[src/inc/dual_cc_pkg.sv]
// package: register map, mode codes and field layout of the dual capture/compare block
package dual_cc_pkg;
    localparam int ADDR_W = 4;
    localparam int DATA_W = 32;
    localparam int CNT_W = 16;
    localparam logic [3:0] ADDR_MODE = 4'h0;
    localparam logic [3:0] ADDR_VAL_ONE = 4'h1;
    localparam logic [3:0] ADDR_VAL_TWO = 4'h2;
    localparam logic [3:0] ADDR_STATUS = 4'h3;
    localparam logic [3:0] ADDR_MASK = 4'h4;
    localparam logic [3:0] ADDR_CTRL = 4'h5;
    localparam logic [7:0] MODE_RESET = 8'h00;
    localparam int MODE_W = 4;
    localparam int SET_ONE_LSB = 0;
    localparam int SET_TWO_LSB = 4;
    localparam logic [3:0] MODE_CAP_FALL = 4'h4;
    localparam logic [3:0] MODE_CAP_RISE = 4'h5;
    localparam logic [3:0] MODE_CAP_RISE4 = 4'h6;
    localparam logic [3:0] MODE_CAP_RISE16 = 4'h7;
    localparam logic [3:0] MODE_CMP_SET = 4'h8;
    localparam logic [3:0] MODE_CMP_CLEAR = 4'h9;
    localparam logic [3:0] MODE_CMP_TOGGLE = 4'ha;
    localparam logic [3:0] MODE_RESERVED = 4'hb;
    localparam logic [3:0] MODE_SPECIAL = 4'hf;
    localparam logic [3:0] PRESCALE_FOUR = 4'h3;
    localparam logic [3:0] PRESCALE_SIXTEEN = 4'hf;
    localparam int STAT_SET_ONE = 0;
    localparam int STAT_SET_TWO = 1;
    localparam int CTRL_ADC_EN = 0;
endpackage

[src/inc/cc_set_if.sv]
// interface: one capture/compare set's mode, inputs and results
`timescale 1ns/1ps
`default_nettype none
interface cc_set_if;
    logic [3:0] mode;
    logic [15:0] compare_value;
    logic capture_rise;
    logic capture_fall;
    logic event_pulse;
    logic special_pulse;
    logic capture_load;
    logic pin_level;
    logic pin_owned;
    modport ctrl(output mode, output compare_value, output capture_rise,
        output capture_fall, input event_pulse, input special_pulse,
        input capture_load, input pin_level, input pin_owned);
    modport unit(input mode, input compare_value, input capture_rise,
        input capture_fall, output event_pulse, output special_pulse,
        output capture_load, output pin_level, output pin_owned);
endinterface
`default_nettype wire

[src/hdl/cc_set_unit.sv]
// one capture/compare register set: mode decode, prescaler, match action
`timescale 1ns/1ps
`default_nettype none
module cc_set_unit (
    input wire logic clock_i,
    input wire logic resetn_i,
    input wire logic [dual_cc_pkg::CNT_W-1:0] timer_one_count_i,
    cc_set_if.unit cc
);
    import dual_cc_pkg::*;

    typedef struct packed {
        logic [3:0] prescale;
        logic pin;
        logic match_d;
    } unit_s;

    unit_s state_reg;
    unit_s state_next;
    logic match;
    logic cap_mode;
    logic cmp_act;
    logic qualify;

    always_comb begin
        match = (timer_one_count_i == cc.compare_value);
        cap_mode = (cc.mode[3:2] == 2'b01);
        // reserved code behaves as idle
        cmp_act = cc.mode[3] && (cc.mode != MODE_RESERVED);
        state_next = state_reg;
        state_next.match_d = match;
        qualify = 1'b0;
        case (cc.mode)
            MODE_CAP_FALL: qualify = cc.capture_fall;
            MODE_CAP_RISE: qualify = cc.capture_rise;
            MODE_CAP_RISE4: qualify = cc.capture_rise &&
                (state_reg.prescale[1:0] == PRESCALE_FOUR[1:0]);
            MODE_CAP_RISE16: qualify = cc.capture_rise &&
                (state_reg.prescale == PRESCALE_SIXTEEN);
            default: qualify = 1'b0;
        endcase
        if (!cap_mode) begin
            state_next.prescale = '0;
        end else if (cc.capture_rise) begin
            state_next.prescale = state_reg.prescale + 4'h1;
        end
        // match acts once on entering equality, not every cycle it holds
        cc.event_pulse = qualify ||
            (cmp_act && match && !state_reg.match_d);
        cc.capture_load = qualify;
        cc.special_pulse = (cc.mode == MODE_SPECIAL) && match &&
            !state_reg.match_d;
        if (cc.mode[3:2] == 2'b00) begin
            state_next.pin = 1'b0;
        end else if (cc.mode == MODE_CMP_CLEAR && state_reg.pin == 1'b0
            && !(match && !state_reg.match_d)) begin
            state_next.pin = state_reg.pin;
        end
        if (match && !state_reg.match_d) begin
            case (cc.mode)
                MODE_CMP_SET: state_next.pin = 1'b1;
                MODE_CMP_CLEAR: state_next.pin = 1'b0;
                MODE_CMP_TOGGLE: state_next.pin = !state_reg.pin;
                default: state_next.pin = state_next.pin;
            endcase
        end
        // clear-on-match idles high, so its latch is stored inverted
        cc.pin_level = (cc.mode == MODE_CMP_CLEAR) ? !state_reg.pin
            : state_reg.pin;
        cc.pin_owned = (cc.mode == MODE_CMP_SET) ||
            (cc.mode == MODE_CMP_CLEAR) || (cc.mode == MODE_CMP_TOGGLE);
        if (cc.mode == MODE_CMP_CLEAR && match && !state_reg.match_d) begin
            state_next.pin = 1'b1;
        end
    end

    always_ff @(posedge clock_i) begin
        if (!resetn_i) begin
            state_reg <= '0;
        end else begin
            state_reg <= state_next;
        end
    end
endmodule
`default_nettype wire

[src/hdl/dual_capture_compare.sv]
// top: dual capture/compare mode control with Avalon-MM registers
//
// The register addresses and register access over Avalon-MM are this design's own decisions.
`timescale 1ns/1ps
`default_nettype none
module dual_capture_compare #(
    parameter int CNT_W = 16
) (
    input wire logic clock_i,
    input wire logic resetn_i,
    input wire logic [dual_cc_pkg::ADDR_W-1:0] avs_address_i,
    input wire logic avs_read_i,
    input wire logic avs_write_i,
    input wire logic [dual_cc_pkg::DATA_W-1:0] avs_writedata_i,
    input wire logic [3:0] avs_byteenable_i,
    output logic [dual_cc_pkg::DATA_W-1:0] avs_readdata_o,
    output logic avs_waitrequest_o,
    input wire logic [CNT_W-1:0] timer_one_count_i,
    input wire logic capture_input_pin_i,
    output logic set_one_match_output_pin_o,
    output logic set_one_pin_owned_o,
    output logic set_two_match_output_pin_o,
    output logic set_two_pin_owned_o,
    output logic conversion_start_o,
    output logic irq_o
);
    import dual_cc_pkg::*;

    typedef struct packed {
        logic [7:0] dual_cc_mode_select_reg;
        logic [15:0] value_one;
        logic [15:0] value_two;
        logic [15:0] capt_one;
        logic [15:0] capt_two;
        logic [1:0] status;
        logic [1:0] mask;
        logic adc_en;
        logic pin_prev;
        logic busy;
        logic [31:0] rdata;
        logic pin_one;
        logic own_one;
        logic pin_two;
        logic own_two;
        logic conv;
        logic irq;
    } top_s;

    top_s state_reg;
    top_s state_next;
    logic [1:0] events;
    logic [1:0] w1c;
    logic wr_hit;
    logic rd_hit;
    logic wr_mode;
    logic wr_val_one;
    logic wr_val_two;
    logic wr_status;
    logic wr_mask;
    logic wr_ctrl;
    logic lane_lo;
    logic lane_hi;
    logic [DATA_W-1:0] read_word;

    cc_set_if set_one ();
    cc_set_if set_two ();

    ////////////////////////////////////////////////////////////////////
    assign set_one.mode = state_reg.dual_cc_mode_select_reg[
        SET_ONE_LSB +: MODE_W];
    assign set_two.mode = state_reg.dual_cc_mode_select_reg[
        SET_TWO_LSB +: MODE_W];
    assign set_one.compare_value = state_reg.value_one;
    assign set_two.compare_value = state_reg.value_two;
    assign set_one.capture_rise = capture_input_pin_i && !state_reg.pin_prev;
    assign set_one.capture_fall = !capture_input_pin_i && state_reg.pin_prev;
    assign set_two.capture_rise = set_one.capture_rise;
    assign set_two.capture_fall = set_one.capture_fall;

    cc_set_unit unit_one (
        .clock_i(clock_i),
        .resetn_i(resetn_i),
        .timer_one_count_i(timer_one_count_i),
        .cc(set_one)
    );

    cc_set_unit unit_two (
        .clock_i(clock_i),
        .resetn_i(resetn_i),
        .timer_one_count_i(timer_one_count_i),
        .cc(set_two)
    );

    ////////////////////////////////////////////////////////////////////
    function automatic logic [7:0] merge_byte(input logic [7:0] old,
        input logic [7:0] nw, input logic en);
        merge_byte = en ? nw : old;
    endfunction

    // one decode serves both the write strobes and the read mux
    function automatic logic addr_is(input logic [ADDR_W-1:0] a,
        input logic [ADDR_W-1:0] r);
        addr_is = (a == r);
    endfunction

    always_comb begin
        state_next = state_reg;
        events = {set_two.event_pulse, set_one.event_pulse};
        w1c = 2'b00;
        read_word = '0;
        lane_lo = avs_byteenable_i[0];
        lane_hi = avs_byteenable_i[1];

        // one wait cycle per access so readdata is a flop
        rd_hit = avs_read_i && !state_reg.busy;
        // a write lands on the edge where the master sees waitrequest low
        wr_hit = avs_write_i && state_reg.busy;
        state_next.busy = (avs_read_i || avs_write_i) && !state_reg.busy;
        state_next.pin_prev = capture_input_pin_i;

        // write strobes, one per word
        wr_mode = wr_hit && addr_is(avs_address_i, ADDR_MODE);
        wr_val_one = wr_hit && addr_is(avs_address_i, ADDR_VAL_ONE);
        wr_val_two = wr_hit && addr_is(avs_address_i, ADDR_VAL_TWO);
        wr_status = wr_hit && addr_is(avs_address_i, ADDR_STATUS);
        wr_mask = wr_hit && addr_is(avs_address_i, ADDR_MASK);
        wr_ctrl = wr_hit && addr_is(avs_address_i, ADDR_CTRL);

        // mode register
        if (wr_mode) begin
            state_next.dual_cc_mode_select_reg = merge_byte(
                state_reg.dual_cc_mode_select_reg,
                avs_writedata_i[7:0], lane_lo);
        end

        // compare values, two byte lanes each
        if (wr_val_one) begin
            state_next.value_one[7:0] = merge_byte(
                state_reg.value_one[7:0], avs_writedata_i[7:0],
                lane_lo);
            state_next.value_one[15:8] = merge_byte(
                state_reg.value_one[15:8], avs_writedata_i[15:8],
                lane_hi);
        end
        if (wr_val_two) begin
            state_next.value_two[7:0] = merge_byte(
                state_reg.value_two[7:0], avs_writedata_i[7:0],
                lane_lo);
            state_next.value_two[15:8] = merge_byte(
                state_reg.value_two[15:8], avs_writedata_i[15:8],
                lane_hi);
        end

        // status bits clear by writing one
        if (wr_status) begin
            w1c = avs_writedata_i[1:0] & {2{lane_lo}};
        end

        // interrupt mask
        if (wr_mask && lane_lo) begin
            state_next.mask = avs_writedata_i[1:0];
        end

        // converter enable
        if (wr_ctrl && lane_lo) begin
            state_next.adc_en = avs_writedata_i[CTRL_ADC_EN];
        end

        // a new event in the clearing cycle wins over the clear
        state_next.status = (state_reg.status & ~w1c) | events;

        // capture registers; an unread value is simply overwritten
        if (set_one.capture_load) begin
            state_next.capt_one = timer_one_count_i;
        end
        if (set_two.capture_load) begin
            state_next.capt_two = timer_one_count_i;
        end

        // read mux; unmapped words read as zero
        if (addr_is(avs_address_i, ADDR_MODE)) begin
            read_word[7:0] = state_reg.dual_cc_mode_select_reg;
        end
        if (addr_is(avs_address_i, ADDR_VAL_ONE)) begin
            read_word = {state_reg.capt_one, state_reg.value_one};
        end
        if (addr_is(avs_address_i, ADDR_VAL_TWO)) begin
            read_word = {state_reg.capt_two, state_reg.value_two};
        end
        if (addr_is(avs_address_i, ADDR_STATUS)) begin
            read_word[1:0] = state_reg.status;
        end
        if (addr_is(avs_address_i, ADDR_MASK)) begin
            read_word[1:0] = state_reg.mask;
        end
        if (addr_is(avs_address_i, ADDR_CTRL)) begin
            read_word[CTRL_ADC_EN] = state_reg.adc_en;
        end
        // readdata is zero outside the answering cycle
        state_next.rdata = rd_hit ? read_word : '0;

        // pin latches and ownership, registered for clean outputs
        state_next.pin_one = set_one.pin_level;
        state_next.own_one = set_one.pin_owned;
        state_next.pin_two = set_two.pin_level;
        state_next.own_two = set_two.pin_owned;

        // conversion start only; no timer clear output exists
        state_next.conv = state_reg.adc_en &&
            (set_one.special_pulse || set_two.special_pulse);

        // level interrupt from status and mask as they will stand
        state_next.irq = |(state_next.status & state_next.mask);
    end

    always_ff @(posedge clock_i) begin
        if (!resetn_i) begin
            state_reg <= '0;
            state_reg.dual_cc_mode_select_reg <= MODE_RESET;
        end else begin
            state_reg <= state_next;
        end
    end

    ////////////////////////////////////////////////////////////////////
    assign avs_readdata_o = state_reg.rdata;
    assign avs_waitrequest_o = !state_reg.busy;
    assign set_one_match_output_pin_o = state_reg.pin_one;
    assign set_one_pin_owned_o = state_reg.own_one;
    assign set_two_match_output_pin_o = state_reg.pin_two;
    assign set_two_pin_owned_o = state_reg.own_two;
    assign conversion_start_o = state_reg.conv;
    assign irq_o = state_reg.irq;
endmodule
`default_nettype wire

[config.mk]
export PLATFORM = sky130hd
export DESIGN_NAME = dual_capture_compare
export DESIGN_NICKNAME = d
export VERILOG_FILES = /design/src/inc/dual_cc_pkg.sv /design/src/inc/cc_set_if.sv /design/src/hdl/cc_set_unit.sv /design/src/hdl/dual_capture_compare.sv
export SDC_FILE = /design/constraint.sdc
export NUM_CORES = 1
export LEC_CHECK = 0
export BUFFER_PORTS_ARGS = -buffer_cell sky130_fd_sc_hd__buf_2
export CAP_MARGIN = 20
export CORE_AREA = 4 4 100 149
export CTS_CLUSTER_SIZE = 30
export DETAILED_ROUTE_END_ITERATION = 8
export DIE_AREA = 0 0 104 153
export PLACE_DENSITY_LB_ADDON = 0.2
export SYNTH_ARGS = -nofsm -noshare
export SYNTH_HDL_FRONTEND = slang
export SYNTH_SLANG_ARGS = --single-unit
[constraint.sdc]
create_clock -name clock_i -period 2.46 [get_ports clock_i]
set_input_delay 0.369 -clock clock_i [delete_from_list [all_inputs] [get_ports clock_i]]
set_output_delay 0.369 -clock clock_i [all_outputs]
set_load 0.01 [all_outputs]
-- After elaboration in Yosys (flattened, before gate mapping)
Cells that the tools add are included.
- bits in registers: 129
- bits of input ports: 61
- output and inout port bits: 39
- word-level logic and storage cells: 144
- add/sub/neg operators: 2
- equality and inequality tests: 31
- multiplexer cells: 20
- bitwise logic cells: 5
- reductions and logical operators: 61
- operator list (kind ; number):
    2-to-1 mux 32 bit ; 2
    equality test 4 x 3 -> 1 bit (second input constant) ; 10
    equality test 4 bit (second input constant) ; 10
    logical AND 1 bit ; 34
    equality test 16 bit ; 2
    AND reduction 2 bit ; 8
    2-to-1 mux 1 bit ; 9
    adder 4 x 1 -> 4 bit (second input constant) ; 2
    equality test 4 x 2 -> 1 bit (second input constant) ; 2
    logical OR 1 bit ; 8
    2-to-1 mux 2 bit ; 4
    2-to-1 mux 8 bit ; 1
    != test 4 bit (second input constant) ; 2
    one-hot mux 1 bit (4 select lines) ; 2
    zero test 1 bit ; 7
    bitwise AND 2 bit ; 3
    one-hot mux 1 bit (3 select lines) ; 2
    equality test 2 x 1 -> 1 bit (second input constant) ; 2
    equality test 2 bit (second input constant) ; 2
    equality test 4 x 1 -> 1 bit (second input constant) ; 1
    zero test 2 bit ; 2
    zero test 4 bit ; 1
    inverter 2 bit ; 1
    OR 2 bit ; 1
    OR reduction 2 bit ; 1

-- Depth between registers and ports, before layout
Gate-level depths: netlist of the first run.
- depth in word-level cells: 8
- depth in mapped cells: 8
- mapped depth without buffers: 6

-- Cells and area by module
A second synthesis of the first run with hierarchy kept.
- cells, all modules: 573
- area, all modules: 5768.0 um^2
- by module, submodules not included (module ; instances ; cells an instance ; area each (um^2) ; sequential area each (um^2)):
    dual_capture_compare ; 1 ; 445 ; 4692.0 ; 2342.2
    cc_set_unit ; 2 ; 64 ; 538.0 ; 120.1

-- Least setup slack after synthesis of the first run
Ideal clock, no wire load.
- kind: reg-to-reg
- from: register state_reg (netlist bit set_one.mode[1])
- to: register state_reg[66] in the netlist's numbering
- library setup time: 0.128 ns
- arrival time: 1.657 ns
- required time: 2.332 ns
- path slack: 0.676 ns
- cell stages (with the launch flop): 8
- path buffers: 2
- period minus slack after synthesis: 1.784 ns
- cell sequence: dfxtp_1 -> clkbuf_1 -> mux2i_1 -> a31oi_1 -> a21oi_2 -> buf_4 -> mux2i_1 -> nor2_1
- word-level cells in the longest chain between the ends: 2
- elaborated cells between the ends (all ways): 5
- classes of those cells: eq/ne (4); mux (1)
- ends and longest elaborated chain (item ; RTL line ; source):
    from (decl) ; dual_capture_compare.sv:49 ; top_s state_reg;
    from (signal assigned) ; dual_capture_compare.sv:221 ; state_reg <= state_next;
    equality test 4 x 3 -> 1 bit ; cc_set_unit.sv:33 ; case (cc.mode)
    one-hot mux 1 bit (4 select lines) * ; cc_set_unit.sv:33 ;
Mark *: on every way between the ends. The rest lies on a longest branch, timed or not.
A chain may end at the register's enable or synchronous reset.

-- Worst setup path after layout of the first run
- from: register state_reg (netlist bit set_two.compare_value[2])
- to: register unit_two.state_reg[1] in the netlist's numbering
- word-level cells in the longest chain between the ends: 4
- elaborated cells between the ends (all ways): 6
- classes of those cells: eq/ne (1); mux (2); reduce/logical (3)
- ends and longest elaborated chain (item ; RTL line ; source):
    equality test 16 bit * ; cc_set_unit.sv:26 ; match = (timer_one_count_i == cc.compare_value);
    logical AND 1 bit, on equally long branches ; n/a ;
    2-to-1 mux 1 bit or logical AND 1 bit (tied branches) ; cc_set_unit.sv:59, cc_set_unit.sv:72 ;
    2-to-1 mux 1 bit * ; cc_set_unit.sv:72 ; if (cc.mode == MODE_CMP_CLEAR && match && !state_reg.match_d) begin
    to (signal assigned) ; cc_set_unit.sv:81 ; state_reg <= state_next;
    to (decl) ; cc_set_unit.sv:18 ; unit_s state_reg;
Marked as above.

==> results of run 1 <==
[power groups by stage]
stage | Clock [mW] | Combinational (mW) | Sequential (mW)
finish | 2.98 | 0.191 | 2.10
global route | 3.13 | 0.207 | 2.10
CTS | 3.03 | 0.193 | 2.10
detailed placement | 0 | 0.193 | 2.14
global placement | 0 | 0.190 | 2.14
floorplan | 0 | 0.0882 | 2.14
[metal layers]
layer  track usage, %  vias to the layer above
met5                0                        -
met4             6.78                        0
met3             3.88                       18
met2             31.6                       90
met1             18.3                     2022
li1                 -                     2030
[Yosys cell counts (5+ instances only)]
cell type    n  area share [%]
nor2_1     125             8.6
mux2i_1     80              15
nand3_1      5            0.46
nand2_1     18             1.2
a22oi_1     25             3.4
and2_1       7            0.80
a21oi_1     11             1.0
nand4_1      7            0.80
clkbuf_1    21             1.4
buf_2        6            0.55
xor2_1      36             5.7
dfxtp_1    129              47
nor4_1      10             1.1
o21ai_0      5            0.46
buf_4       35             4.8
[area by class of cell]
type / instances / area [um2]
Timing Repair Buffer: 94 / 515
Fill cell: 1289 / 7000
Clock inverter: 12 / 253
Tap cell: 162 / 203
Inverter: 5 / 18.8
Multi-Input combinational cell: 375 / 2520
Clock buffer: 20 / 447
Sequential cell: 129 / 2580
[worst reg2reg max path, delay by kind of cell (launching register included)]
family | cells | cell delay, ns
xor+xnor | 1 | 0.19
simple gates | 3 | 1.16
compound gates | 1 | 0.23
flops | 1 | 0.34
[stage by stage]
| stage | instance area, um2 | setup slack [ns] |
|---|---|---|
| after floorplan | 5490 | 0.676 |
| after detailed placement | 5840 | 0.262 |
| after global placement | 5840 | 0.309 |
| after CTS | 6540 | 0.445 |
| final | 6540 | 0.469 |
| after global routing | 6540 | 0.291 |
[final timing paths]
path | to | slack (ns) | startpoint | cells past startpoint
setup / recovery | unit_two.state_reg[1] | 0.47 | set_two.compare_value[2] | 5
hold / removal | state_reg[39] | 0.19 | capture_input_pin_i | 2
setup reg to reg | unit_two.state_reg[1] | 0.47 | set_two.compare_value[2] | 5
hold reg to reg | unit_two.state_reg[3] | 0.48 | unit_two.state_reg[3] | 2
[cell families after synthesis]
family,share of synthesized area (%)
buffers and inverters,7.19
adders and majority gates,0.456
muxes,15.4
and+or+nand+nor,16.7
AOI/OAI and AO/OA,6.73
xor gates and xnor gates,6.39
DFF,47.1
==> impl_metrics.tcl, run 1 <==
set metrics [dict create \
    viasPerCell 5.22 \
    syn-mean-instance-area_um2 9.59 \
    num_antenna_cells 0 \
    crit_type "flop to flop" \
    setup_viol 0 \
    post-cts-setup-buffer-count 0 \
    fin_util_pct 48.3 \
    layout_commonest_cell "dfxtp_1" \
    grt_overflow 0 \
    vias 4160 \
    dieArea_mm2 0.0159 \
    die_h_um 153 \
    synth_nets 635 \
    drtIter0Drc 185 \
    slew_headroom_pct 60.0 \
    synth.distinct_cells 48 \
    cpPeakStageDelay_ns 0.52 \
    core_mm2 0.0135 \
    synth_edf_count 0 \
    postRouteAntennaNets 0 \
    cts_resized 0 \
    async_reset_ff_share_pct 0 \
    rsz0062_at_grt "no" \
    netlist_instances 572 \
    wl_um 13400 \
    path_clk_slew_ns 0.06 \
    maxCapViolCount 0 \
    critPathRequiredTime_ns 2.79 \
    setup_tns_ns 0 \
    irDropWorstVdd_mv 0.467 \
    cpMaxStageDelayCell "or4b_1" \
    gp_congestion 0.840 \
    switching_share_pct 20.3 \
    drive_above_1_share_pct 20.8 \
    antenna_found_initial 0 \
    cts_root_buffer "clkbuf_16" \
    cts_made_buffers 17 \
    min_period_ns 1.99 \
    met2_length_um 7310 \
    status "finished, final reports clean" \
    dpl.cell_count 765 \
    synth-seq-cells 129 \
    rows 52 \
    grt_pass1_vias 4113 \
    ys_seq_area_share_pct 47.1 \
    wl_met3_um 425 \
    total_power_mw 5.27 \
    hold_ws_ns 0.189 \
    final_cell_mix "dfxtp_1, nor2_1, buf_2" \
    netSwitchingPower_mw 1.07 \
    hold_class "input port to flop" \
    area_growth_pct 19.2 \
    instances_no_fill 797 \
    nNetsFinal 685 \
    largest_reg_flops 39 \
    wl_met1_um 5360 \
    grt_start_max_net_pins 63 \
    path_max_fanout 5 \
    drv_slew 0 \
    track_usage_pct 16.9 \
    drc 0 \
    skew_ns 0.00695 \
    max_slew.worst_pin.slew_ns 0.598 \
    comb_power_share_pct 3.6 \
    avgRoutedWirePerCell_um 16.8 \
    fin_crit_sh_pct 80.9 \
    fmax_ghz 0.502 \
    power.density_mw_per_mm2 806 \
    firstDrtPassIters 6 \
    path_delay_family "simple AND/OR/NAND/NOR gates" \
    routed.top_layer "met4" \
    ys.flop_type "dfxtp_1" \
    grt_first_pass_wirelength_um 21300 \
    hold_viol_final 0 \
    power_frac_clock_pct 56.6 \
    ios 100 \
    endpoint_kind "flop" \
    htree_levels 4 \
    holdBufCountCts 0 \
    netlist_area_mm2 0.00549 \
    cp_num_buf_inv 0 \
    synth_warnings 0 \
    cts_sinks 129 \
    cp_cell_sequence "xor2_1, nor4_1, nand4_1, or4b_1, a211oi_1" \
    p_int_mw 4.20 \
    cp.arrival_ns 2.32 \
    io_buffer_count 81 \
    hpwl_um 9720 \
    leakage_nw 2.89 \
    startpoint_type "flop" \
    start_util_pct 40.5 \
    cts_tree "built" \
    power.share.sequential_pct 39.8 \
    worstSkewPairLatency_ns 0.41 \
    cts_buffer_depth 2 \
    die_width_um 104 \
]
(Power assumes the default switching activity.)
==> run 2: changes to the inputs <==
==> constraint.sdc (replaced) <==
create_clock -name clock_i -period 1.85 [get_ports clock_i]
set_input_delay 0.2775 -clock clock_i [delete_from_list [all_inputs] [get_ports clock_i]]
set_output_delay 0.2775 -clock clock_i [all_outputs]
set_load 0.01 [all_outputs]
==> run 2 against run 1 <==
Fmax up 8.4%. Non-clock buffer count up 34. Largest cell class is now multi-input gates. Clock skew up 0.0058 ns.
==> impl_metrics.tcl, run 2 (synthesized netlist as in run 1, its figures left out) <==
set metrics [dict create \
    path_depth 5 \
    cpMaxStageDelayCell "or4b_4" \
    cts_buffer_depth 2 \
    dieArea_mm2 0.0159 \
    setup_ws_ns 0.0126 \
    fmax_ghz 0.544 \
    cpPeakStageDelay_ns 0.56 \
    crit_start "set_two.compare_value[5]" \
    cts_sinks 129 \
    vias 4228 \
    top_usage_layer "met2" \
    maxCapViolCount 0 \
    cp_cell_sequence "xor2_2, nor4_2, nand4_1, or4b_4, a211oi_2" \
    postRouteAntennaNets 0 \
    place_area_mm2 0.00611 \
    path_clk_slew_ns 0.06 \
    die_h_um 153 \
    cts_tree "built" \
    crit_type "flop to flop" \
    drtIter0Drc 165 \
    nFillCells 1288 \
    grt_pass1_vias 4476 \
    io_buffer_count 81 \
    startpoint_type "flop" \
    met1_usage_pct 18.5 \
    path_delay_family "simple AND/OR/NAND/NOR gates" \
    gp_congestion 0.830 \
    fin_crit_sh_pct 99.3 \
    start_util_pct 40.5 \
    max_slew.worst_pin.slew_ns 0.598 \
    endpoint_kind "flop" \
    leakage_nw 3.08 \
    grt_start_max_net_pins 35 \
    avgRoutedWirePerCell_um 16.6 \
    reg2reg_slack_ns 0.01 \
    gr-usage-met2_pct 32.7 \
    layout_commonest_cell "nor2_1" \
    place_ws_ns -0.197 \
    firstDrtPassIters 5 \
    drc 0 \
    track_usage_pct 17.7 \
    instances_no_fill 831 \
    path_max_fanout 3 \
    setup_tns_ns 0 \
    rsz0062_at_grt "yes" \
    final_cell_mix "nor2_1, dfxtp_1, buf_2" \
    worstRegToRegCells 5 \
    slew_headroom_pct 60.0 \
    worstSkewPairLatency_ns 0.42 \
    cp_num_buf_inv 0 \
    stdcell_area_mm2 0.00687 \
    antenna_found_initial 0 \
    die_width_um 104 \
    skew_ns 0.0127 \
    irDropWorstVdd_mv 0.630 \
    crit_end "unit_two.state_reg[1]" \
    power.density_mw_per_mm2 987 \
    grt_overflow 0 \
    cts_made_buffers 17 \
    rows 52 \
    wl_um 13800 \
    area_growth_pct 25.3 \
    dpl.cell_count 798 \
    grt_first_pass_wirelength_um 22600 \
    ios 100 \
    drive_above_1_share_pct 27.2 \
    core_mm2 0.0135 \
    rr_endpoint "unit_two.state_reg[1]" \
    htree_levels 4 \
    viasPerCell 5.09 \
    r2r-start "set_two.compare_value[5]" \
    nNetsFinal 719 \
    setup_viol 0 \
    drv_slew 0 \
    hold_path.startpoint "capture_input_pin_i" \
    largest_reg_flops 39 \
    hpwl_um 10200 \
    cts_root_buffer "clkbuf_16" \
    cp.arrival_ns 2.17 \
    gr-usage-met3_pct 3.80 \
    hold_viol_final 0 \
    critPathRequiredTime_ns 2.19 \
    min_period_ns 1.84 \
    status "finished, final reports clean" \
    num_antenna_cells 0 \
    hold_class "input port to flop" \
]
==> run 2: final cells by class <==
| cell class | instances | area (um2) | share of cell area, % |
|---|---|---|---|
| Inverter | 5 | 18.8 | 0.273 |
| Multi-Input combinational cell | 375 | 2590 | 37.8 |
| Clock inverter | 13 | 208 | 3.02 |
| Timing Repair Buffer | 128 | 803 | 11.7 |
| Clock buffer | 19 | 453 | 6.59 |
| Tap cell | 162 | 203 | 2.95 |
| Sequential cell | 129 | 2590 | 37.7 |
==> run 2: repair_timing <==
action | in CTS | in global routing
endpoints found under the setup margin | 6 | 8
setup buffers | 0 | 1
hold buffers | 0 | 0
cloned | 0 | 0
pin swaps | 4 | 8
resized for setup | 6 | 14
==> run 2: worst min-delay path by stage <==
stage	to	slack (ns)	cells after the start
detailed placement	unit_one.state_reg[3]	0.47	2
global route	state_reg[39]	0.11	2
floorplan	state_reg[39]	0.40	1
global placement	state_reg[38]	0.46	1
CTS	state_reg[39]	0.08	2
finish	state_reg[39]	0.1	2
==> run 2: report_power, final <==
part / internal [mW] / switching [mW]
Combinational: 0.104 / 0.178
Clock: 2.46 / 1.25
Sequential: 2.78 / 0.00516
==> run 2: metal layers <==
layer,routed length (um),part of all wire (%)
met1,5480,40
met2,7430,54
met3,399,2.9
met4,479,3.5
met5,0,0
==> run 2: worst reg2reg max path: stages (launching register included) <==
cell and delay (ns):
dfxtp_4 0.36, xor2_2 0.17, nor4_2 0.29, nand4_1 0.22, or4b_4 0.56, a211oi_2 0.17
==> run 2: per-stage QoR <==
stage / hold WS, ns / utilization, % / power (mW)
after floorplan: 0.399 / - / 2.97
after global placement: 0.456 / 45.1 / 3.13
after detailed placement: 0.474 / 45.1 / 3.13
after CTS: 0.0838 / 50.2 / 6.83
after global routing: 0.110 / 50.8 / 6.99
final: 0.0957 / 50.8 / 6.78
==> run 3: changes to the inputs <==
--- a/config.mk
+++ b/config.mk
@@ -5,12 +5,13 @@
 export SDC_FILE = /design/constraint.sdc
 export NUM_CORES = 1
 export LEC_CHECK = 0
-export BUFFER_PORTS_ARGS = -buffer_cell sky130_fd_sc_hd__buf_2
+export ABC_AREA = 1
 export CAP_MARGIN = 20
-export CORE_AREA = 4 4 100 149
+export CORE_AREA = 4 4 105 157
 export CTS_CLUSTER_SIZE = 30
 export DETAILED_ROUTE_END_ITERATION = 8
-export DIE_AREA = 0 0 104 153
+export DIE_AREA = 0 0 109 161
+export DONT_BUFFER_PORTS = 1
 export PLACE_DENSITY_LB_ADDON = 0.2
 export SYNTH_ARGS = -nofsm -noshare
 export SYNTH_HDL_FRONTEND = slang
==> run 3 against run 2 <==
Critical path depth grew 3. Die area grew 10%. Hold slack lost 0.085 ns. Non-clock buffer count shrank 102. Combinational power grew 5%. Synthesized cell count grew 53%. Fmax grew 17%. Clock skew shrank 0.0043 ns. Largest cell class unchanged.
==> impl_metrics.tcl, run 3 <==
set metrics [dict create \
    io_buffer_count 0 \
    largest_reg_flops 39 \
    synth_fa_ha_area_share_pct 0.408 \
    hpwl_um 12000 \
    synthSimpleGateAreaFrac_pct 25.1 \
    ios 100 \
    post-cts-setup-buffer-count 0 \
    core_mm2 0.0151 \
    die_width_um 109 \
    post-synth-top-count-cell "nand2_1" \
    gp_congestion 0.799 \
    power.density_mw_per_mm2 954 \
    synth-compound-area-share_pct 17.0 \
    cpPeakStageDelay_ns 0.37 \
    holdBufCountCts 8 \
    nFillCells 1568 \
    drtIter0Drc 269 \
    fmax_ghz 0.636 \
    max_slew.worst_pin.slew_ns 0.454 \
    endpoint_kind "flop" \
    cts_buffer_depth 2 \
    netlist_instances 875 \
    drc 0 \
    cts_resized 0 \
    holdPathStages 2 \
    synth_area_leaders "dfxtp_1, nand2_1, nor2_1" \
    die_h_um 161 \
    synthMuxAreaShare_pct 0 \
    vias 5284 \
    track_usage_pct 19.9 \
    ys_seq_area_share_pct 42.1 \
    register_area_mm2 0.00258 \
    worstSkewPairLatency_ns 0.42 \
    critPathRequiredTime_ns 2.16 \
    path_max_fanout 16 \
    fin_crit_sh_pct 85.0 \
    leakage_nw 2.65 \
    synth.distinct_cells 33 \
    grt_start_max_net_pins 43 \
    antenna_found_initial 0 \
    wl_met3_um 738 \
    synth_edf_count 0 \
    start_util_pct 40.7 \
    cts_sinks 129 \
    final_cell_mix "nand2_1, dfxtp_1, nor2_1" \
    rsz0062_at_grt "no" \
    syn-mean-instance-area_um2 7.01 \
    synth_nets 938 \
    hold_class "input port to flop" \
    nNetsFinal 917 \
    synth_xor_area_share_pct 2.57 \
    cp.arrival_ns 1.88 \
    maxCapViolCount 0 \
    setup_tns_ns 0 \
    place_area_mm2 0.00610 \
    multi_input_area_mm2 0.00277 \
    netlist_area_mm2 0.00613 \
    total_power_mw 6.47 \
    grt_overflow 0 \
    synth_warnings 0 \
    dieArea_mm2 0.0175 \
    cts_made_buffers 17 \
    cts_tree "built" \
    async_reset_ff_share_pct 0 \
    drive_above_1_share_pct 9.23 \
    grt_first_pass_wirelength_um 26900 \
    path_clk_slew_ns 0.06 \
    yosysTopAreaCellShare_pct 42.1 \
    cts_root_buffer "clkbuf_16" \
    met2_length_um 9050 \
    min_period_ns 1.57 \
    synthTopCellsByCount "nand2_1, dfxtp_1, nor2_1, a21oi_1, inv_1" \
    layout_commonest_cell "nand2_1" \
    rows 55 \
    status "finished, final reports clean" \
    fin_util_pct 45.0 \
    skew_ns 0.00841 \
    worstRegToRegCells 8 \
    grt_pass1_vias 5179 \
    htree_levels 4 \
    wl_met1_um 6560 \
    postRouteAntennaNets 0 \
    cp_cell_sequence "ha_1, inv_1, o21ai_0, nand2_1, nand2_2, nand2_2, o21ai_0, nor2_1" \
    slew_headroom_pct 69.6 \
    synth-seq-cells 129 \
    firstDrtPassIters 4 \
    num_antenna_cells 0 \
    stdcell_area_mm2 0.00679 \
    wl_um 16600 \
    ys.flop_type "dfxtp_1" \
    cpMaxStageDelayCell "dfxtp_1" \
    routed.top_layer "met4" \
    synth_top_family_by_area "simple AND/OR/NAND/NOR gates" \
    synth_area_leader_cell "dfxtp_1" \
    avgRoutedWirePerCell_um 15.6 \
    viasPerCell 4.96 \
    irDropWorstVdd_mv 0.468 \
    drv_slew 0 \
    area_growth_pct 10.6 \
    crit_type "flop to flop" \
    setup_viol 0 \
    startpoint_type "flop" \
    hold_viol_final 0 \
]
## run 3: final timing paths
| path | start | endpoint | slack [ns] |
|---|---|---|---|
| worst max register to register | unit_two.state_reg[3] | state_reg[53] | 0.28 |
| worst min register to register | state_reg[54] | avs_readdata_o[25] | 0.46 |
| worst min-delay path | avs_writedata_i[15] | set_one.compare_value[15] | 0.01 |
| worst max-delay path | unit_two.state_reg[3] | state_reg[53] | 0.28 |
## run 3: routing by layer
metal	vias up	GRT usage (%)
met1	2426	21.8
met5	-	0
met4	0	7.58
met3	19	4.48
li1	2735	-
met2	104	36.4
## run 3: where the power goes
group	internal, mW	leakage [nW]	switching (mW)
sequential	2.79	1.04	0.00673
combinational	0.105	1.33	0.190
clock	2.09	0.277	1.30
total	4.98	2.65	1.49
## run 3: cell families after synthesis
| group | Yosys count |
|---|---|
| AO/OA/AOI/OAI | 196 |
| buffers and inverters | 163 |
| XOR/XNOR | 18 |
| adder cells (fa/ha/maj) | 2 |
| AND/OR/NAND/NOR | 367 |
| flip-flops | 129 |
## run 3: through the flow
stage               hold slack [ns]  setup slack, ns  std cells
floorplan                     0.371            0.425        875
global placement              0.374            0.302       1026
detailed placement            0.379            0.277       1026
CTS                        0.000151            0.271       1066
global route                 0.0160           0.0520       1066
finish                       0.0102            0.278       1066
## run 3: critical path: cells and delay by family (launching register included)
kind                       cells  cell delay [ns]
AOI/OAI and AO/OA              2             0.36
adders and majority gates      1             0.18
buffers and inverters          1             0.05
DFF                            1             0.37
and+or+nand+nor                4             0.47
## run 3: layout make-up
cell class              count  share of cell area [%]
repair buffers             26                    3.32
inverters                  97                    5.37
flip-flops and latches    129                    38.1
clock inverters            12                    1.95
multi-input cells         583                    40.8
well taps                 199                    3.67
clock buffers              20                    6.88
